**config.mk**
```make
export PLATFORM = sky130hd
export DESIGN_NAME = fcx_fault_flags
export DESIGN_NICKNAME = d
export VERILOG_FILES = /design/src/common/fcx_pkg.sv /design/src/rtl/fcx_fault_flags.sv
export SDC_FILE = /design/constraint.sdc
export NUM_CORES = 1
export LEC_CHECK = 0
export CAP_MARGIN = 40
export CELL_PAD_IN_SITES_DETAIL_PLACEMENT = 1
export CELL_PAD_IN_SITES_GLOBAL_PLACEMENT = 2
export CORE_MARGIN = 3
export CORE_UTILIZATION = 40
export DETAILED_ROUTE_END_ITERATION = 10
export DONT_BUFFER_PORTS = 1
export PLACE_DENSITY_LB_ADDON = 0.2
export SYNTH_ARGS = -nofsm -noshare
export SYNTH_HDL_FRONTEND = slang
export SYNTH_SLANG_ARGS = --single-unit
```
**constraint.sdc**
```tcl
create_clock -name core_clk -period 3.03 [get_ports core_clk]
set_input_delay 0.4545 -clock core_clk [delete_from_list [all_inputs] [get_ports core_clk]]
set_output_delay 0.4545 -clock core_clk [all_outputs]
set_load 0.02 [all_outputs]
```
**src/common/fcx_pkg.sv**
```systemverilog
// Constants for the fault flag, interrupt mask and monitor conversion control block.
// Assumes byte-wide registers reached by the serial interface's register access port.
package fcx_pkg;
    localparam logic [7:0] FCX_OFS_FLAGS_B = 8'h0F;
    localparam logic [7:0] FCX_OFS_MASK_B  = 8'h10;
    localparam logic [7:0] FCX_OFS_FLAGS_C = 8'h11;
    localparam logic [7:0] FCX_OFS_MASK_C  = 8'h12;
    localparam logic [7:0] FCX_OFS_CTRL    = 8'h13;

    localparam logic [7:0] FCX_RST_FLAGS   = 8'h00;
    localparam logic [7:0] FCX_RST_MASK    = 8'h00;
    localparam logic [7:0] FCX_RST_CTRL    = 8'h00;
    localparam logic [7:0] FCX_RD_UNMAPPED = 8'h00;

    // Flags B bit positions
    localparam int FCX_B_BATT_OV   = 7;
    localparam int FCX_B_BATT_OC   = 6;
    localparam int FCX_B_VREG      = 5;
    localparam int FCX_B_IREG      = 4;
    localparam int FCX_B_DIE_OT    = 3;
    localparam int FCX_B_RATIO_LO  = 2;
    localparam int FCX_B_RATIO_HI  = 1;
    localparam int FCX_B_PEAK      = 0;
    // Flags C bit positions
    localparam int FCX_C_IN_ARRIVE = 7;
    localparam int FCX_C_BAT_ARRIV = 6;
    localparam int FCX_C_WDOG      = 5;
    localparam int FCX_C_AD_MISS   = 4;
    localparam int FCX_C_IN_MISS   = 3;
    localparam int FCX_C_OUT_OV    = 2;
    localparam int FCX_C_ADC_DONE  = 1;
    localparam int FCX_C_PIN_SHORT = 0;
    // Control bit positions
    localparam int FCX_CTRL_RUN    = 7;
    localparam int FCX_CTRL_ONESHOT = 6;

    // Channel order in the sequence; channel i is disabled by control bit 5-i
    localparam int            FCX_NUM_CHAN   = 6;
    localparam logic [2:0]    FCX_CH_IN_CURR = 3'h1;
    localparam logic [2:0]    FCX_CH_BT_CURR = 3'h3;
    localparam logic [2:0]    FCX_CH_LAST    = 3'h5;
    localparam logic [2:0]    FCX_CHG_OFF    = 3'h0;

    typedef enum logic [1:0] {FCX_SEQ_IDLE, FCX_SEQ_SCAN, FCX_SEQ_WAIT} fcx_seq_e;
endpackage : fcx_pkg

```
**src/rtl/fcx_fault_flags.sv**
```systemverilog
// Fault/event flags, interrupt masks, interrupt pin and monitor conversion sequencer.
// Assumes the serial slave presents one-cycle byte read/write strobes with an address,
// and that all condition inputs are synchronous to core_clk.
`timescale 1ns/1ns
`default_nettype none
module fcx_fault_flags
    import fcx_pkg::*;
#(
    parameter int RATIO_W   = 8,
    parameter int NUM_SWITCH = 4
)(
    input  wire logic                  core_clk,
    input  wire logic                  nrst,
    input  wire logic                  reg_reset,
    input  wire logic [7:0]            reg_addr,
    input  wire logic                  reg_wr,
    input  wire logic                  reg_rd,
    input  wire logic [7:0]            reg_wdata,
    output logic      [7:0]            reg_rdata,
    input  wire logic                  batt_ov_cond,
    input  wire logic                  batt_oc_evt,
    input  wire logic                  vbat_regulating,
    input  wire logic                  ibat_regulating,
    input  wire logic                  die_ot_cond,
    input  wire logic                  out_ov_cond,
    input  wire logic                  bypass_mode,
    input  wire logic [RATIO_W-1:0]    input_ratio,
    input  wire logic [RATIO_W-1:0]    input_ratio_low_limit,
    input  wire logic [RATIO_W-1:0]    input_ratio_high_limit,
    input  wire logic [NUM_SWITCH-1:0] switch_peak_hit,
    input  wire logic                  input_present,
    input  wire logic                  adapter_present,
    input  wire logic                  battery_present,
    input  wire logic                  host_watchdog_expired,
    input  wire logic                  switching_enabled,
    input  wire logic                  pin_short_detect,
    input  wire logic [2:0]            charge_operation_sel,
    input  wire logic                  adc_chan_done,
    output logic                       adc_start,
    output logic      [2:0]            adc_chan,
    output logic                       host_irq_n
);

    logic [7:0] flags_b_reg;
    logic [7:0] flags_c_reg;
    logic [7:0] fault_mask_b_reg;
    logic [7:0] fault_mask_c_reg;
    logic [7:0] ctrl_reg;
    logic [7:0] rdata_reg;
    logic       irq_n_reg;
    logic       start_reg;
    logic [2:0] chan_reg;
    fcx_seq_e   seq_reg;
    logic [2:0] idx_reg;

    logic       run;
    logic       oneshot;
    logic       rd_b;
    logic       rd_c;
    logic       ratio_low;
    logic       ratio_high;
    logic       idx_en;
    logic       pass_end;
    logic       oneshot_done;
    logic [7:0] set_b;
    logic [7:0] set_c;

    // Channel i is converted when its disable bit is 0 and charging does not exclude it
    function automatic logic chan_enabled(input logic [7:0] ctrl, input logic [2:0] chg,
                                          input logic [2:0] idx);
        logic dis;
        dis = ctrl[3'd5 - idx];
        if (chg == FCX_CHG_OFF && (idx == FCX_CH_IN_CURR || idx == FCX_CH_BT_CURR))
            dis = 1'b1;
        return !dis && (idx <= FCX_CH_LAST);
    endfunction : chan_enabled

    assign run     = ctrl_reg[FCX_CTRL_RUN];
    assign oneshot = ctrl_reg[FCX_CTRL_ONESHOT];
    assign rd_b    = reg_rd && reg_addr == FCX_OFS_FLAGS_B;
    assign rd_c    = reg_rd && reg_addr == FCX_OFS_FLAGS_C;

    // Divider mode doubles the limit; one extra bit keeps the product exact
    assign ratio_low  = bypass_mode ? (input_ratio < input_ratio_low_limit)
                      : ({1'b0, input_ratio} < {input_ratio_low_limit, 1'b0});
    assign ratio_high = bypass_mode ? (input_ratio > input_ratio_high_limit)
                      : ({1'b0, input_ratio} > {input_ratio_high_limit, 1'b0});

    assign idx_en   = chan_enabled(ctrl_reg, charge_operation_sel, idx_reg);
    assign pass_end = run && ((seq_reg == FCX_SEQ_SCAN && !idx_en && idx_reg == FCX_CH_LAST)
                   || (seq_reg == FCX_SEQ_WAIT && adc_chan_done && idx_reg == FCX_CH_LAST));
    assign oneshot_done = pass_end && oneshot;

    // Level conditions set every cycle they hold, so a clearing read cannot win over them
    always_comb
    begin
        set_b = 8'h00;
        set_b[FCX_B_BATT_OV]  = batt_ov_cond;
        set_b[FCX_B_BATT_OC]  = batt_oc_evt;
        set_b[FCX_B_VREG]     = vbat_regulating;
        set_b[FCX_B_IREG]     = ibat_regulating;
        set_b[FCX_B_DIE_OT]   = die_ot_cond;
        set_b[FCX_B_RATIO_LO] = ratio_low;
        set_b[FCX_B_RATIO_HI] = ratio_high;
        set_b[FCX_B_PEAK]     = |switch_peak_hit;
        set_c = 8'h00;
        set_c[FCX_C_IN_ARRIVE] = input_present;
        set_c[FCX_C_BAT_ARRIV] = battery_present
                               && (run || adapter_present || input_present);
        set_c[FCX_C_WDOG]      = host_watchdog_expired;
        set_c[FCX_C_AD_MISS]   = !adapter_present;
        set_c[FCX_C_IN_MISS]   = !input_present;
        set_c[FCX_C_OUT_OV]    = out_ov_cond;
        set_c[FCX_C_ADC_DONE]  = oneshot_done;
        set_c[FCX_C_PIN_SHORT] = switching_enabled && pin_short_detect;
    end

    always_ff @(posedge core_clk)
    begin
        if (!nrst)
        begin
            flags_b_reg <= FCX_RST_FLAGS;
            flags_c_reg <= FCX_RST_FLAGS;
        end
        else
        begin
            // Set wins over the read that clears in the same cycle
            flags_b_reg <= set_b | (flags_b_reg & ~{8{rd_b}});
            flags_c_reg <= set_c | (flags_c_reg & ~{8{rd_c}})
                         & ~(reg_reset ? (8'h01 << FCX_C_WDOG) : 8'h00);
        end
    end

    always_ff @(posedge core_clk)
    begin
        if (!nrst || reg_reset)
        begin
            fault_mask_b_reg <= FCX_RST_MASK;
            fault_mask_c_reg <= FCX_RST_MASK;
        end
        else if (reg_wr)
        begin
            if (reg_addr == FCX_OFS_MASK_B)
                fault_mask_b_reg <= reg_wdata;
            if (reg_addr == FCX_OFS_MASK_C)
                fault_mask_c_reg <= reg_wdata;
        end
    end

    always_ff @(posedge core_clk)
    begin
        if (!nrst || reg_reset)
            ctrl_reg <= FCX_RST_CTRL;
        else
        begin
            if (reg_wr && reg_addr == FCX_OFS_CTRL)
                ctrl_reg <= reg_wdata;
            if (host_watchdog_expired || oneshot_done)
                ctrl_reg[FCX_CTRL_RUN] <= 1'b0;
        end
    end

    always_ff @(posedge core_clk)
    begin
        if (!nrst)
            rdata_reg <= FCX_RD_UNMAPPED;
        else if (reg_rd)
        begin
            case (reg_addr)
                FCX_OFS_FLAGS_B: rdata_reg <= flags_b_reg;
                FCX_OFS_MASK_B:  rdata_reg <= fault_mask_b_reg;
                FCX_OFS_FLAGS_C: rdata_reg <= flags_c_reg;
                FCX_OFS_MASK_C:  rdata_reg <= fault_mask_c_reg;
                FCX_OFS_CTRL:    rdata_reg <= ctrl_reg;
                default:         rdata_reg <= FCX_RD_UNMAPPED;
            endcase
        end
    end

    // Level output; one cycle behind the flags so the pin comes from a flop
    always_ff @(posedge core_clk)
    begin
        if (!nrst)
            irq_n_reg <= 1'b1;
        else
            irq_n_reg <= !(|(flags_b_reg & ~fault_mask_b_reg)
                        || |(flags_c_reg & ~fault_mask_c_reg));
    end

    // Sequencer walks channels 0..5, waiting for each enabled one to convert and skipping disabled ones one per cycle
    always_ff @(posedge core_clk)
    begin
        if (!nrst)
        begin
            seq_reg   <= FCX_SEQ_IDLE;
            idx_reg   <= 3'h0;
            start_reg <= 1'b0;
            chan_reg  <= 3'h0;
        end
        else
        begin
            start_reg <= 1'b0;
            case (seq_reg)
                FCX_SEQ_IDLE:
                begin
                    idx_reg <= 3'h0;
                    if (run)
                        seq_reg <= FCX_SEQ_SCAN;
                end
                FCX_SEQ_SCAN:
                begin
                    if (!run)
                        seq_reg <= FCX_SEQ_IDLE;
                    else if (idx_en)
                    begin
                        start_reg <= 1'b1;
                        chan_reg  <= idx_reg;
                        seq_reg   <= FCX_SEQ_WAIT;
                    end
                    else if (pass_end)
                    begin
                        idx_reg <= 3'h0;
                        seq_reg <= oneshot ? FCX_SEQ_IDLE : FCX_SEQ_SCAN;
                    end
                    else
                        idx_reg <= idx_reg + 3'h1;
                end
                FCX_SEQ_WAIT:
                begin
                    // A conversion in flight finishes even if run drops
                    if (adc_chan_done)
                    begin
                        if (pass_end)
                        begin
                            idx_reg <= 3'h0;
                            seq_reg <= oneshot ? FCX_SEQ_IDLE : FCX_SEQ_SCAN;
                        end
                        else
                        begin
                            idx_reg <= (idx_reg == FCX_CH_LAST) ? 3'h0 : idx_reg + 3'h1;
                            seq_reg <= run ? FCX_SEQ_SCAN : FCX_SEQ_IDLE;
                        end
                    end
                end
                default: seq_reg <= FCX_SEQ_IDLE;
            endcase
        end
    end

    assign reg_rdata  = rdata_reg;
    assign host_irq_n = irq_n_reg;
    assign adc_start  = start_reg;
    assign adc_chan   = chan_reg;
endmodule : fcx_fault_flags
`default_nettype wire

```
Word-level counts from Yosys, hierarchy flattened
Index checks and enable logic that the tools add are counted.
Cells by class
  mux-type cells: 24
  bitwise operators: 12
  add/subtract/negate cells: 2
  reductions and logical operators: 39
  order comparisons: 6
  eq/ne operators: 15
Operators by type and width (number)
  8-bit bitwise AND: 5
  8-bit case mux with 5 select lines: 1
  8-bit by 5-bit == test with 1-bit output (second input constant): 4
  8-bit NOT: 4
  3-bit two-way mux: 6
  8-bit OR: 2
  8-bit OR reduction: 2
  1-bit logical AND: 13
  2-bit two-way mux: 5
  8-bit by 9-bit greater-than comparator with 1-bit output: 1
  8-bit by 9-bit < comparator with 1-bit output: 1
  3-bit case mux with 3 select lines: 1
  3-bit AND reduction: 3
  8-bit by 4-bit == test with 1-bit output (second input constant): 1
  8-bit greater-than comparator: 1
  8-bit < comparator: 1
  1-bit two-way mux: 8
  2-bit inequality test (second input constant): 4
  6-bit NOT with 8-bit output: 1
  1-bit logical OR: 7
  1-bit zero test: 6
  6-bit two-way mux: 1
  2-bit case mux with 3 select lines: 1
  3-bit by 4-bit < comparator with 1-bit output (second input constant): 1
  17 further kinds: 18
Storage, ports and cells
  bits of input ports: 66
  output and inout port bits: 13
  bits in registers: 58
  logic and storage cells: 110

Logic depth before layout (Yosys ltp)
  word-level depth: 15
  gate-level depth with buffers: 8

Least setup slack after synthesis
No wires, ideal clock.
  kind: register -> register
  from: register idx_reg[1]
  to: register seq_reg[1]
  slack: 1.088 ns
  cell stages (with the launch flop): 9
  setup time: 0.088 ns
  buffers on the path: 0
  period minus slack after synthesis: 1.942 ns
  data arrival time: 1.853 ns
  cells stage by stage: dfxtp_1 > inv_1 > ha_1 > nor2b_1 > o21ai_0 > nand3b_2 > a221oi_4 > nand2_1 > o32ai_2
On the way
  longest elaborated chain between the ends: 13
Ends and longest elaborated chain
  start: declaration: RTL line fcx_fault_flags.sv:54  | logic [2:0] idx_reg;
  start signal: assignment: RTL line fcx_fault_flags.sv:226  | idx_reg <= idx_reg + 3'h1;
  start signal: assignment: RTL line fcx_fault_flags.sv:240  | idx_reg <= (idx_reg == FCX_CH_LAST) ? 3'h0 : idx_reg + 3'h1;
  3-bit subtractor, or another cell as far along: RTL line fcx_fault_flags.sv:72  | dis = ctrl[3'd5 - idx];
  1-bit binary-select mux with 3-bit select / 1-bit logical OR (equally long branches): RTL line fcx_fault_flags.sv:72, fcx_fault_flags.sv:73
  1-bit two-way mux (not written as such) / 1-bit logical AND (equally long branches): RTL line fcx_fault_flags.sv:72, fcx_fault_flags.sv:73
  1-bit two-way mux: RTL line fcx_fault_flags.sv:73  | if (chg == FCX_CHG_OFF && (idx == FCX_CH_IN_CURR || idx == FCX_CH_BT_CURR))
  1-bit zero test: RTL line fcx_fault_flags.sv:75  | return !dis && (idx <= FCX_CH_LAST);
  1-bit logical AND: RTL line fcx_fault_flags.sv:75
  1-bit zero test: RTL line fcx_fault_flags.sv:90  | assign pass_end = run && ((seq_reg == FCX_SEQ_SCAN && !idx_en && idx_reg == FCX_CH_LAST)
  1-bit logical AND (2 in a row): RTL line fcx_fault_flags.sv:90
  1-bit logical OR: RTL line fcx_fault_flags.sv:91  | || (seq_reg == FCX_SEQ_WAIT && adc_chan_done && idx_reg == FCX_CH_LAST));
  1-bit logical AND: RTL line fcx_fault_flags.sv:90
  4-bit inequality test (no line)
  3-bit AND reduction (no line)
  end signal: assignment: RTL line fcx_fault_flags.sv:223  | seq_reg <= oneshot ? FCX_SEQ_IDLE : FCX_SEQ_SCAN;
  end signal: assignment: RTL line fcx_fault_flags.sv:236  | seq_reg <= oneshot ? FCX_SEQ_IDLE : FCX_SEQ_SCAN;
  end signal: assignment: RTL line fcx_fault_flags.sv:241  | seq_reg <= run ? FCX_SEQ_SCAN : FCX_SEQ_IDLE;
  end: declaration: RTL line fcx_fault_flags.sv:53  | fcx_seq_e seq_reg;
Parallel ways exist; a longest one is shown, timed or not. The select of a mux whose other input is x is not followed.
A chain may end at the register's enable or synchronous reset.

Final worst setup path
  from: register idx_reg[1]
  to: register idx_reg[2]
On the way
  longest elaborated chain between the ends: 15
Ends and longest elaborated chain
  3-bit subtractor, or another cell as far along: RTL line fcx_fault_flags.sv:72
  1-bit binary-select mux with 3-bit select / 1-bit logical OR (equally long branches): RTL line fcx_fault_flags.sv:72, fcx_fault_flags.sv:73
  1-bit two-way mux (not written as such) / 1-bit logical AND (equally long branches): RTL line fcx_fault_flags.sv:72, fcx_fault_flags.sv:73
  1-bit two-way mux: RTL line fcx_fault_flags.sv:73
  1-bit zero test: RTL line fcx_fault_flags.sv:75
  1-bit logical AND: RTL line fcx_fault_flags.sv:75
  1-bit zero test: RTL line fcx_fault_flags.sv:90
  1-bit logical AND (2 in a row): RTL line fcx_fault_flags.sv:90
  1-bit logical OR: RTL line fcx_fault_flags.sv:91
  1-bit logical AND: RTL line fcx_fault_flags.sv:90
  3-bit two-way mux: RTL line fcx_fault_flags.sv:220  | else if (pass_end)
  3-bit two-way mux: RTL line fcx_fault_flags.sv:214  | else if (idx_en)
  3-bit two-way mux: RTL line fcx_fault_flags.sv:212  | if (!run)
  3-bit case mux with 3 select lines: RTL line fcx_fault_flags.sv:203  | case (seq_reg)
Parallel ways exist; a longest one is shown, timed or not. The select of a mux whose other input is x is not followed.

==> results by group <==
Critical path
  – Req. time, crit path: 3.29 ns
  – Crit start category: flop
  – CP Data Arrival Time: 2.52 ns
  – Critical path fanouts, max: 6
  – Worst r2r src: idx_reg[1]
  – Setup crit end kind: flop
  – Family with the most delay on the worst path: compound AO/OA/AOI/OAI gates
  – Worst path cell trace: inv_1 -> ha_1 -> nor2b_1 -> o21ai_0 -> nand2_1 -> a2111oi_0 -> mux2i_1 -> nor2_1
  – Crit Path Category: flop to flop
  – Worst path bufs/invs: 1
  – Crit path launch: idx_reg[1]
  – Slowest CP cell: dfxtp_1
  – Max incr delay on CP: 0.48 ns

CTS
  – CTS tree: done
  – H-tree level count: 3
  – CTS max path bufs: 2
  – Post-CTS setup buffers: 0
  – Resized cells post-CTS: 0
  – Clock transition at path regs: 0.07 ns
  – Skew-Pair Late Insertion Delay: 0.34 ns
  – Clk sinks: 58
  – Cts hold-fix bufs: 0
  – Clock root cell: clkbuf_8
  – CTS buffer count: 9

Yosys
  – Syn nets: 519
  – Mapped cell area: 0.003420 mm²
  – Multiplexer share of the synthesized area: 0.03439
  – Adder-Cell Fraction of Synth Area: 0.1354
  – Yosys cell types: 47
  – Synth warnings: 0
  – Largest family of logic cells by synthesized area: compound AO/OA/AOI/OAI gates
  – Largest area contributor in the netlist: dfxtp_1
  – Synth top area cells: dfxtp_1, ha_1, a21oi_1, nand2_1, inv_1
  – Syn Area/Cell: 8.220 µm²
  – Share of the synthesized area in the top cell type: 0.3396
  – Sequential area share after synthesis: 0.3396
  – Simple-Gate Fraction of Synth Area: 0.1881
  – FF+latch count, synth: 58
  – Mapped Cells: 416
  – Post-Synth XOR/XNOR Area: 0
  – Synth Area in Compound Gates: 0.2382

STA
  – Min Tclk post-route: 2.256 ns
  – Relative slew slack: 0.5440
  – RSZ-0062 raised after global routing: no
  – Setup Skew: 0.01234 ns
  – Max Fclk: 443.2 MHz
  – Fin Setup TNS: 0 ns
  – Final setup violation count: 0
  – Fin. max-slew vios: 0
  – Actual slew at the worst max-slew pin: 0.6797 ns
  – Period Utilization, post-route: 0.7447
  – Fin. Hold Viols: 0

Final layout
  – Nets: 522
  – Final Cell Area: 0.003744 mm²
  – Layout cells sized above 1: 0.07329
  – Number of diodes: 0
  – Synth-to-Final Area Change: 9.477%

Pwr
  – Total chip power: 1.711 mW
  – Comb power frac: 0.081
  – NetSw: 0.4156 mW
  – Reg power frac: 0.467
  – Pleak: 1.491 nW
  – Clock power frac: 0.452
  – Sw Ratio: 0.2429
  – Internal power: 1.295 mW
  – Worst vdd ir: 263.4 µV
  – Cell Pwr Density: 456.9 mW/mm²

Place
  – Placed Area: 0.003537 mm²
  – Port buffer count: 0
  – HPWL Detailed: 8361 µm
  – RePlAce Congestion: 0.8311

Die
  – Die width: 98.46 µm
  – Initial core utilization: 0.4141
  – Row Count: 33
  – Die area: 0.009694 mm²
  – DIE HEIGHT: 98.46 µm
  – Core area: 0.008258 mm²
  – I/O Pins: 79

Global route
  – Vias in the first global route: 3,184
  – First-pass GRT wire length: 16,720 µm
  – Gr usage total: 0.2184
  – Total gr overflow: 0
  – Initial antenna violation count: 0
  – Maximum number of pins on one net before global-route repair: 24

Drt
  – Top routing layer in use: met4
  – DRT iter0 DRCs: 173
  – # DRC: 0
  – Routed length on met2: 4697 µm
  – DRT met1 WL: 5012 µm
  – First-pass detailed-route iteration total: 7
  – Via density: 5.945
  – Total routed wirelength: 10,580 µm
  – Antenna Nets Post-Route: 0
  – WL met3: 809 µm
  – WL per Instance: 20.04 µm
  – Vias post-DR: 3,139

Hold path
  – Min-delay src: host_watchdog_expired
  – Type of the tightest min-delay check: input pin to flop

Status
  – Status: finished clean

Flow run
  – Max-Cap Viols: 0
-- power groups by stage --
stage	clock network, mW	logic [mW]	registers [mW]
floorplan	0	0.110	0.806
global placement	0	0.129	0.816
detailed placement	0	0.140	0.816
CTS	0.790	0.141	0.798
global route	0.831	0.162	0.800
finish	0.773	0.139	0.798
-- final cells by class --
cell class	count	area [µm²]
Fill cell	1009	4514
Multi-Input combinational cell	302	2038
Sequential cell	58	1161
Inverter	43	161.4
Tap cell	105	131.4
Clock buffer	9	123.9
Clock inverter	6	82.58
Timing Repair Buffer	5	45.04
-- cell usage in the layout, fill, tap and decap left out, types with 9 or more instances in the layout --
cell	netlist	routed
nand2_1	58	58
dfxtp_1	58	58
a21oi_1	52	52
inv_1	42	42
ha_1	37	37
nor2_1	23	23
nand3_1	22	22
a21o_1	13	13
a22oi_1	10	10
a222oi_1	9	9
o21ai_0	9	9
clkbuf_8	0	9
-- path summary, 6_finish.rpt --
kind | to | slack (ns) | cells after the start
setup / recovery | idx_reg[2] | 0.77 | 8
hold / removal | ctrl_reg[7] | 0.18 | 1
setup reg to reg | idx_reg[2] | 0.77 | 8
hold reg to reg | fault_mask_c_reg[4] | 0.48 | 2
-- through the flow --
step / utilization / instances / hold slack (ns) / setup WS [ns]
final: 0.4533 / 528 / 0.1841 / 0.7736
after global routing: 0.4533 / 528 / 0.1656 / 0.5166
after CTS: 0.4533 / 528 / 0.1687 / 0.7641
after detailed placement: 0.4283 / 513 / 0.4722 / 0.8011
after global placement: 0.4265 / 512 / 0.4648 / 0.9098
after floorplan: - / 416 / 0.4445 / 1.088
-- cells by family after synthesis --
kind of cell	count (synthesis)
multiplexers	8
flip-flops	58
AO/OA/AOI/OAI	122
AND/OR/NAND/NOR	135
adder cells (fa/ha/maj)	37
buffers and inverters	56
-- layer usage --
metal  GRT usage  vias up
li1            -     1512
met1      0.3041     1511
met2      0.3307      112
met3     0.07360        4
met4     0.04727        0
met5           0        -
-- Yosys cell counts (all sizes together) --
library cell,count
a222oi,9
a21oi,52
clkinv,1
o21a,1
o22ai,6
inv,42
a21o,13
and3,1
and2,1
o32ai,2
buf,3
a22o,1
o211ai,3
mux2i,6
mux4,2
a221oi,3
nor4,5
ha,37
a32oi,1
nor3,6
nand3b,2
a22oi,10
o21ai,9
o2111ai,2
a2111oi,1
dfxtp,58
clkbuf,10
a311oi,1
o31ai,1
nand2b,2
a31oi,3
or3,1
nand4,6
nor2,24
nand2,58
nor2b,4
nor3b,3
o311ai,1
a211oi,3
nand3,22
Power figures use the tool's default switching activity.
